`src/rtl/cms_pkg.sv`:
```
// constants, types and register map of the control mode and strap decode block
// assumes one 50 MHz clock and synchronous active-high reset
package cms_pkg;

    // ********************************
    // register map
    // ********************************
    localparam logic [5:0] CMS_ADDR_MASK_LO = 6'h13;
    localparam logic [5:0] CMS_ADDR_MASK_HI = 6'h14;
    localparam logic [5:0] CMS_ADDR_STAT_LO = 6'h18;
    localparam logic [5:0] CMS_ADDR_STAT_HI = 6'h19;
    localparam logic [5:0] CMS_ADDR_INT_CTRL = 6'h3E;
    localparam logic [5:0] CMS_ADDR_SW_CFG = 6'h3F;

    localparam logic [7:0] CMS_MASK_RST = 8'hFF;
    localparam logic [7:0] CMS_STAT_RST = 8'h00;
    localparam logic [7:0] CMS_INT_CTRL_RST = 8'h01;
    localparam logic [7:0] CMS_SW_CFG_RST = 8'h00;
    localparam logic [7:0] CMS_UNMAPPED_DATA = 8'h00;

    // interrupt control fields
    localparam int CMS_IC_GLOBAL_MASK = 0;
    localparam int CMS_IC_PUSH_PULL = 1;
    localparam int CMS_IC_ACTIVE_HIGH = 2;

    // software config fields
    localparam int CMS_SC_LB_LSB = 0;
    localparam int CMS_SC_INBAND = 2;
    localparam int CMS_SC_RX_FALL = 3;
    localparam int CMS_SC_RC_LSB = 4;

    localparam int CMS_SYNC_STAGES = 2;

    // ********************************
    // types
    // ********************************
    typedef enum logic [1:0] {
        CMS_CTRL_HW = 2'h0,
        CMS_CTRL_SERIAL = 2'h1,
        CMS_CTRL_PAR_DS = 2'h2,
        CMS_CTRL_PAR_RW = 2'h3
    } cms_ctrl_e;

    typedef enum logic [1:0] {
        CMS_LB_NONE = 2'h0,
        CMS_LB_ANALOG = 2'h1,
        CMS_LB_DIGITAL = 2'h2,
        CMS_LB_REMOTE = 2'h3
    } cms_lb_e;

    typedef enum logic [1:0] {
        CMS_RC_SR_HDB3 = 2'h0,
        CMS_RC_SR_AMI = 2'h1,
        CMS_RC_DR_RECOVERY = 2'h2,
        CMS_RC_SLICER = 2'h3
    } cms_rc_e;

    typedef struct packed {
        logic [1:0] mode;
        logic rx_edge;
        logic [1:0] rail_coding;
        logic [1:0] loopback;
    } cms_strap_s;

    typedef struct packed {
        logic rx_on_falling;
        logic single_rail;
        logic coding_ami;
        logic clock_data_recovery;
        cms_lb_e loopback;
        logic inband_enable;
    } cms_cfg_s;

endpackage

```
`src/rtl/cms_top.sv`:
```
// control mode select, strap decode, parallel register port and interrupt pin
// assumes host pins synchronous to clk; straps held static in operation
`timescale 1ns/10ps
module cms_top import cms_pkg::*; (
    input wire logic clk,
    input wire logic sys_rst,
    input wire logic [1:0] mode_select,
    input wire logic rx_edge_select,
    input wire logic [1:0] rail_coding_select,
    input wire logic [1:0] ch1_loopback_select,
    input wire logic cs_n,
    input wire logic [5:0] addr,
    input wire logic [7:0] data_in,
    output logic [7:0] data_out,
    output logic data_oe,
    input wire logic data_or_read_strobe_n,
    input wire logic dir_or_write_strobe_n,
    input wire logic [15:0] int_source,
    output logic int_out,
    output logic int_oe,
    output cms_ctrl_e ctrl_mode,
    output cms_cfg_s ch1_cfg
);
    // ********************************
    // strap synchronisation
    // ********************************
    cms_strap_s strap_raw;
    cms_strap_s strap;
    assign strap_raw = '{mode: mode_select, rx_edge: rx_edge_select,
                         rail_coding: rail_coding_select, loopback: ch1_loopback_select};

    cms_sync #(.W($bits(cms_strap_s))) u_sync (
        .clk(clk),
        .sys_rst(sys_rst),
        .d(strap_raw),
        .q(strap)
    );

    logic hw_mode;
    logic par_mode;
    assign hw_mode = (cms_ctrl_e'(strap.mode) == CMS_CTRL_HW);
    assign par_mode = strap.mode[1];

    // ********************************
    // parallel port strobes
    // ********************************
    logic port_sel;
    logic rd_act;
    logic wr_act;
    assign port_sel = par_mode && !cs_n;
    always_comb begin
        rd_act = 1'b0;
        wr_act = 1'b0;
        if (port_sel) begin
            if (!strap.mode[0]) begin
                // strobe plus direction
                rd_act = !data_or_read_strobe_n && dir_or_write_strobe_n;
                wr_act = !data_or_read_strobe_n && !dir_or_write_strobe_n;
            end else begin
                rd_act = !data_or_read_strobe_n;
                wr_act = !dir_or_write_strobe_n && data_or_read_strobe_n;
            end
        end
    end

    // ********************************
    // registers
    // ********************************
    logic rd_act_r, rd_act_nxt;
    logic wr_act_r, wr_act_nxt;
    logic [5:0] rd_addr_r, rd_addr_nxt;
    logic [7:0] mask_lo_r, mask_lo_nxt;
    logic [7:0] mask_hi_r, mask_hi_nxt;
    logic [7:0] stat_lo_r, stat_lo_nxt;
    logic [7:0] stat_hi_r, stat_hi_nxt;
    logic [7:0] int_ctrl_r, int_ctrl_nxt;
    logic [7:0] sw_cfg_r, sw_cfg_nxt;
    logic [7:0] rdata_r, rdata_nxt;
    logic wr_take;
    logic rd_done;
    logic [15:0] clr;

    assign wr_take = wr_act && !wr_act_r;
    // clear on the trailing edge so the host sees the value it read
    assign rd_done = rd_act_r && !rd_act;

    always_comb begin
        rd_act_nxt = rd_act;
        wr_act_nxt = wr_act;
        rd_addr_nxt = (rd_act && !rd_act_r) ? addr : rd_addr_r;
        mask_lo_nxt = mask_lo_r;
        mask_hi_nxt = mask_hi_r;
        int_ctrl_nxt = int_ctrl_r;
        sw_cfg_nxt = sw_cfg_r;
        clr = 16'h0000;
        if (wr_take) begin
            unique case (addr)
                CMS_ADDR_MASK_LO: mask_lo_nxt = data_in;
                CMS_ADDR_MASK_HI: mask_hi_nxt = data_in;
                CMS_ADDR_INT_CTRL: int_ctrl_nxt = data_in;
                CMS_ADDR_SW_CFG: sw_cfg_nxt = data_in;
                default: ;
            endcase
        end
        if (rd_done && rd_addr_r == CMS_ADDR_STAT_LO) begin
            clr[7:0] = 8'hFF;
        end
        if (rd_done && rd_addr_r == CMS_ADDR_STAT_HI) begin
            clr[15:8] = 8'hFF;
        end
        // a new event beats the read clear
        {stat_hi_nxt, stat_lo_nxt} = ({stat_hi_r, stat_lo_r} & ~clr) | int_source;
        unique case (addr)
            CMS_ADDR_MASK_LO: rdata_nxt = mask_lo_r;
            CMS_ADDR_MASK_HI: rdata_nxt = mask_hi_r;
            CMS_ADDR_STAT_LO: rdata_nxt = stat_lo_r;
            CMS_ADDR_STAT_HI: rdata_nxt = stat_hi_r;
            CMS_ADDR_INT_CTRL: rdata_nxt = int_ctrl_r;
            CMS_ADDR_SW_CFG: rdata_nxt = sw_cfg_r;
            default: rdata_nxt = CMS_UNMAPPED_DATA;
        endcase
    end

    always_ff @(posedge clk) begin
        if (sys_rst) begin
            rd_act_r <= 1'b0;
            wr_act_r <= 1'b0;
            rd_addr_r <= 6'h00;
            mask_lo_r <= CMS_MASK_RST;
            mask_hi_r <= CMS_MASK_RST;
            stat_lo_r <= CMS_STAT_RST;
            stat_hi_r <= CMS_STAT_RST;
            int_ctrl_r <= CMS_INT_CTRL_RST;
            sw_cfg_r <= CMS_SW_CFG_RST;
            rdata_r <= 8'h00;
        end else begin
            rd_act_r <= rd_act_nxt;
            wr_act_r <= wr_act_nxt;
            rd_addr_r <= rd_addr_nxt;
            mask_lo_r <= mask_lo_nxt;
            mask_hi_r <= mask_hi_nxt;
            stat_lo_r <= stat_lo_nxt;
            stat_hi_r <= stat_hi_nxt;
            int_ctrl_r <= int_ctrl_nxt;
            sw_cfg_r <= sw_cfg_nxt;
            rdata_r <= rdata_nxt;
        end
    end

    assign data_out = rdata_r;
    assign data_oe = rd_act;

    // ********************************
    // decoded configuration and interrupt pin
    // ********************************
    cms_cfg_s cfg_r, cfg_nxt;
    logic int_req_r, int_req_nxt;
    logic [1:0] rc_sel;
    logic [1:0] lb_sel;

    always_comb begin
        rc_sel = hw_mode ? strap.rail_coding : sw_cfg_r[CMS_SC_RC_LSB +: 2];
        lb_sel = hw_mode ? strap.loopback : sw_cfg_r[CMS_SC_LB_LSB +: 2];
        cfg_nxt.rx_on_falling = hw_mode ? strap.rx_edge : sw_cfg_r[CMS_SC_RX_FALL];
        cfg_nxt.single_rail = !rc_sel[1];
        cfg_nxt.coding_ami = (cms_rc_e'(rc_sel) == CMS_RC_SR_AMI);
        cfg_nxt.clock_data_recovery = (cms_rc_e'(rc_sel) != CMS_RC_SLICER);
        cfg_nxt.loopback = cms_lb_e'(lb_sel);
        cfg_nxt.inband_enable = !hw_mode && sw_cfg_r[CMS_SC_INBAND];
        int_req_nxt = |({stat_hi_r, stat_lo_r} & ~{mask_hi_r, mask_lo_r})
                      && !int_ctrl_r[CMS_IC_GLOBAL_MASK];
    end

    always_ff @(posedge clk) begin
        if (sys_rst) begin
            cfg_r <= '{rx_on_falling: 1'b0, single_rail: 1'b1, coding_ami: 1'b0,
                       clock_data_recovery: 1'b1, loopback: CMS_LB_NONE, inband_enable: 1'b0};
            int_req_r <= 1'b0;
        end else begin
            cfg_r <= cfg_nxt;
            int_req_r <= int_req_nxt;
        end
    end

    assign ch1_cfg = cfg_r;
    assign ctrl_mode = cms_ctrl_e'(strap.mode);
    // open drain pulls low when asserted and floats otherwise
    assign int_oe = int_ctrl_r[CMS_IC_PUSH_PULL] || int_req_r;
    assign int_out = int_ctrl_r[CMS_IC_PUSH_PULL] ?
                     (int_req_r == int_ctrl_r[CMS_IC_ACTIVE_HIGH]) : 1'b0;
endmodule

```
`src/rtl/cms_sync.sv`:
```
// two-flop synchroniser for quasi-static strap levels
// assumes inputs change rarely; no multi-bit coherence is needed
`timescale 1ns/10ps
module cms_sync import cms_pkg::*; #(
    parameter int W = 1
) (
    input wire logic clk,
    input wire logic sys_rst,
    input wire logic [W-1:0] d,
    output logic [W-1:0] q
);
    logic [W-1:0] meta_r;
    logic [W-1:0] q_r;

    always_ff @(posedge clk) begin
        if (sys_rst) begin
            meta_r <= '0;
            q_r <= '0;
        end else begin
            meta_r <= d;
            q_r <= meta_r;
        end
    end

    assign q = q_r;
endmodule

```
`config.mk`:
```
export PLATFORM = sky130hd
export DESIGN_NAME = cms_top
export DESIGN_NICKNAME = d
export VERILOG_FILES = /design/src/rtl/cms_pkg.sv /design/src/rtl/cms_top.sv /design/src/rtl/cms_sync.sv
export SDC_FILE = /design/constraint.sdc
export NUM_CORES = 1
export LEC_CHECK = 0
export BUFFER_PORTS_ARGS = -buffer_cell sky130_fd_sc_hd__buf_2
export CORE_AREA = 2 2 79 112
export CTS_CLUSTER_DIAMETER = 120
export CTS_CLUSTER_SIZE = 25
export DETAILED_ROUTE_END_ITERATION = 16
export DIE_AREA = 0 0 81 114
export PLACE_DENSITY = 0.69
export SYNTH_ARGS = -nofsm -noshare
export SYNTH_HDL_FRONTEND = slang
export SYNTH_SLANG_ARGS = --single-unit
```
`constraint.sdc`:
```
create_clock -name clk -period 2.76 [get_ports clk]
set_clock_uncertainty 0.2 [all_clocks]
set_input_delay 0.138 -clock clk [delete_from_list [all_inputs] [get_ports clk]]
set_output_delay 0.138 -clock clk [all_outputs]
set_load 0.02 [all_outputs]
```
Word level (Yosys, flattened, before mapping). Index checks and enable logic that the tools add are counted.

Bits in registers: 86. Bits in latches: 0. RAM bits: 0. Memory bits (read-only): 0. Input port bits: 42. Output and inout port bits: 20. Memories: 0.

$add $sub $neg: 0. Multipliers: 0. Divide/modulo/power cells: 0. Order comparisons: 0. Equality and inequality tests: 11. Shifts and indexed selects: 0. Multiplexer cells: 11. Bitwise gates (word level): 5. Reductions and logical operators: 27.

Operator list (count): 8-bit case mux with 6 select lines (1); 6-bit by 5-bit equality test with 1-bit output, second input constant (6); 16-bit bitwise AND (2); 16-bit NOT (2); 8-bit two-way mux (2); 16-bit OR (1); 16-bit OR reduction (1); 6-bit equality test, second input constant (2); 1-bit logical AND (11); 1-bit zero test (9); 2-bit AND reduction (4); 1-bit two-way mux (6); 2-bit two-way mux (2); 2-bit by 1-bit equality test with 1-bit output, second input constant (1); 2-bit zero test (1); 2-bit != test, second input constant (1); 1-bit equality test (1); 1-bit logical OR (1).

Longest topological paths before layout.
Depth in word-level cells: 11. Gate-level depth with buffers: 6. Mapped depth without buffers: 4.

Cells and area by module. A second synthesis with hierarchy kept.

Cells, all modules: 392. Area total of the unflattened synthesis: 3662.3 um^2.

Modules (own cells, without submodules): cms_top (instances 1, cells an instance 363, area each 3254.4 um^2, sequential area each 1441.4 um^2); cms_sync (instances 1, cells an instance 29, area each 407.9 um^2, sequential area each 280.3 um^2).

Worst setup path after synthesis. OpenSTA, ideal clock, no wires.

Path type: register to register. Start: register u_sync.q_r[6], in the netlist u_sync.q[6]. End: register sw_cfg_r[3]. Library setup time: 132 ps. Arrival: 1652 ps. Path slack: 776 ps. Stages on the path, launching flop included: 7. Buffers on the path: 2. Path through: dfxtp_1 or3b_1 or3_1 buf_2 buf_6 o31ai_1 a21oi_1.

Word-level cells in the longest chain between the ends: 4.

RTL lines: from (decl) (line cms_sync.sv:13) `logic [W-1:0] q_r;`; from (signal assigned) (line cms_sync.sv:21) `q_r <= meta_r;`; 1-bit logical AND (line cms_top.sv:50) `assign port_sel = par_mode && !cs_n;`; 1-bit two-way mux (line cms_top.sv:54) `if (port_sel) begin`; 1-bit logical AND (line cms_top.sv:83) `assign wr_take = wr_act && !wr_act_r;`; 2-bit AND reduction (no source line); to (signal assigned) (line cms_top.sv:145) `sw_cfg_r <= sw_cfg_nxt;`; to (decl) (line cms_top.sv:77) `logic [7:0] sw_cfg_r, sw_cfg_nxt;`.

Every way passes these cells. A chain may end at the register's enable or synchronous reset.

Worst setup path after layout.
Start: input port cs_n. End: register stat_hi_r[3].

Word-level cells in the longest chain between the ends: 10.

RTL lines: from (decl) (line cms_top.sv:11) `input wire logic cs_n,`; 1-bit zero test (line cms_top.sv:50); 1-bit logical AND (line cms_top.sv:50); 1-bit two-way mux (line cms_top.sv:54); 1-bit zero test (line cms_top.sv:85) `assign rd_done = rd_act_r && !rd_act;`; 1-bit logical AND (line cms_top.sv:85); 1-bit logical AND (line cms_top.sv:108) `if (rd_done && rd_addr_r == CMS_ADDR_STAT_HI) begin`; 8-bit two-way mux (line cms_top.sv:108); 16-bit NOT (line cms_top.sv:112) `{stat_hi_nxt, stat_lo_nxt} = ({stat_hi_r, stat_lo_r} & ~clr) | int_source;`; 16-bit bitwise AND (line cms_top.sv:112); 16-bit OR (line cms_top.sv:112); to (signal assigned) (line cms_top.sv:143) `stat_hi_r <= stat_hi_nxt;`; to (decl) (line cms_top.sv:75) `logic [7:0] stat_hi_r, stat_hi_nxt;`.

Every way passes these cells.

==> reports/metrics.yaml <==
status: "finished, final reports clean"
synth_ff_type: "dfxtp_1"
r2r_end: "stat_hi_r[3]$_SDFF_PP0_"
antenna_found_initial: 0
via_per_inst: 5.547
cts_root_buffer: "clkbuf_16"
period_needed_ns: 2.497
cts_buffer_depth: 2
post_cts_buffers: 0
initial_core_util: 0.4348
syn_inst: 401
synth.avg_cell_area_um2: 9.008
setup_viol: 0
final_cells: 603
tns_ns: 0
first_pass_iters: 5
synth_edf_count: 0
cts_buffers: 9
final_cell_mix: "dfxtp_1, buf_2, dlygate4sd3_1, a21oi_1, o21ai_0"
row_count: 40
fmax_mhz: 400.5
worst-path-max-fanout: 8
port_buffers: 61
ios: 62
ant_nets: 0
syn_area_um2: 3612
arrival_ns: 2.59
rsz0062_at_grt: "no"
synth_nets: 443
ys_ff_latch: 86
antenna_cells: 0
worst_setup_path_start_kind: "input port"
relSlewSlack: 0.5804
rr_worst_depth: 5
crit_type: "input port to flip-flop"
drc: 0
vdd_drop_max_mv: 0.3508
yosysWarnings: 0
grt_pass1_wl_um: 15920
fin_nets: 535
overflow: 0
hold_end: "stat_hi_r[1]$_SDFF_PP0_"
place_inst: 543
clock-sinks: 86
die_w_um: 81
gp_congestion: 0.9006
final_layout_size_suffix_gt1_frac: 0.2249
dp.final_hpwl_um: 6421
drt_iter0_drc: 274
h-tree-depth: 3
coreArea_um2: 8308
path_clk_slew_ns: 0.07
syn2layout_area_growth_pct: 30.55
finalPower_mw: 2.732
setup_slack_ns: 0.2632
grt_pass1_vias: 3161
grt_max_degree: 36
pre_cts_ws_ns: 0.6169
hold-path-cell-count: 2
die_area_um2: 9234
routed_wl_um: 9870
worst_pin_slew_ns: 0.6267
hp-class: "input port to flip-flop"
vias: 3345
max_cap_viol_count: 0
synth_cell_types: 44
wl_per_cell_um: 16.37
worst_skew_pair.late_latency_ns: 0.35
cts_tree: "yes"
required_ns: 2.85
async_flop_share: 0
min-delay-start: "sys_rst"
fp.dieH_um: 114
grtUsageTotal: 0.2238
power-per-cell-area_nw_per_um2: 579.2
end_kind: "flip-flop"
finalHoldViolCount: 0
reg2reg_slack_ns: 0.28
ys_seq_area_frac: 0.4766
slew_violations: 0
min_period_over_period: 0.9046
power_leakage_nw: 1.852
rr_startpoint: "u_sync.q[6]$_SDFF_PP0_"
mostFrequentLayoutCell: "dfxtp_1"
-- critical path: stages --
cell and delay, ns:
dlygate4sd3_1 0.54, buf_2 0.12, or3b_1 0.49, o2111ai_2 0.49
a21oi_1 0.14, nor2_1 0.11, dlygate4sd3_1 0.56
-- registers in the layout (all words and copies together) (netlist names) --
name and count:
stat_lo_r 8, wr_act_r 1, rd_act_r 1, u_sync.meta_r 7, int_req_r 1, sw_cfg_r 8, mask_lo_r 8, stat_hi_r 8
rd_addr_r 6, ch1_cfg 7, int_ctrl_r 8, mask_hi_r 8, data_out 8, u_sync.q 7
-- kinds of logic (layout without fill, tap and decap cells) --
group | after synthesis | count (layout) | synth area share
simple gates | 103 | 103 | 0.1597
mux | 14 | 14 | 0.04157
flops | 86 | 86 | 0.4766
compound gates | 139 | 139 | 0.2497
buf+inv | 57 | 154 | 0.06754
xor+xnor | 2 | 2 | 0.004850
-- Yosys cell counts, drive strengths merged, types with 4 or more instances --
cell type | n | share of area
mux2i | 6 | 0.017
nand4 | 16 | 0.028
o21ai | 30 | 0.042
o22ai | 4 | 0.0069
nor2b | 16 | 0.028
a31oi | 16 | 0.028
nand2b | 4 | 0.0069
a21oi | 43 | 0.060
dfxtp | 86 | 0.48
buf | 14 | 0.023
nor3 | 5 | 0.011
nor2 | 17 | 0.018
o31ai | 16 | 0.047
inv | 22 | 0.023
mux2 | 8 | 0.025
clkbuf | 21 | 0.022
a22o | 7 | 0.017
a22oi | 15 | 0.031
and3 | 4 | 0.0069
nand2 | 23 | 0.024
-- layer usage --
| layer | global-route usage | vias to the layer above | wire length [um] |
|---|---|---|---|
| met2 | 0.3901 | 92 | 5132 |
| met1 | 0.2647 | 1602 | 4075 |
| met3 | 0.04114 | 18 | 379 |
| met5 | 0 | - | 0 |
| li1 | - | 1633 | - |
| met4 | 0.09492 | 0 | 283 |
-- power breakdown --
part | internal (mW) | switching [mW] | leakage (nW)
Combinational | 0.108 | 0.114 | 1.02
Sequential | 1.27 | 0.0225 | 0.702
Clock | 0.702 | 0.514 | 0.134
-- what timing repair did --
action                     4_1_cts  5_1_grt
hold endpoints to repair        62        0
hold buffers                    44        0
resized for setup                0        1
setup endpoints to repair        0        4
-- how the worst max path moves through the flow --
stage | start | to | cells past startpoint
finish | cs_n | stat_hi_r[3]$_SDFF_PP0_ | 7
global route | rd_addr_r[5]$_SDFFE_PP0P_ | stat_hi_r[3]$_SDFF_PP0_ | 5
CTS | u_sync.q[6]$_SDFF_PP0_ | stat_hi_r[0]$_SDFF_PP0_ | 5
detailed placement | u_sync.q[6]$_SDFF_PP0_ | stat_hi_r[2]$_SDFF_PP0_ | 4
global placement | u_sync.q[6]$_SDFF_PP0_ | sw_cfg_r[3]$_SDFFE_PP0P_ | 5
floorplan | u_sync.q[6]$_SDFF_PP0_ | sw_cfg_r[3]$_SDFFE_PP0P_ | 6
-- through the flow --
step	hold WS, ns	utilization	cell area, um2
floorplan	0.05543	-	3612
global placement	0.1428	0.4779	3970
detailed placement	0.1517	0.4779	3970
CTS	0.003608	0.5669	4710
global route	0.03377	0.5676	4716
finish	0.001544	0.5676	4716
-- area by class of cell --
type | count | area (um2)
clock buffer | 9 | 225.2
clock inverter | 7 | 73.82
fill | 789 | 3592
inverter | 22 | 82.58
multi-input combinational | 258 | 1653
sequential | 86 | 1722
tap | 105 | 131.4
timing repair buffer | 116 | 828.3
No activity file was read; power rests on OpenSTA's default activity.
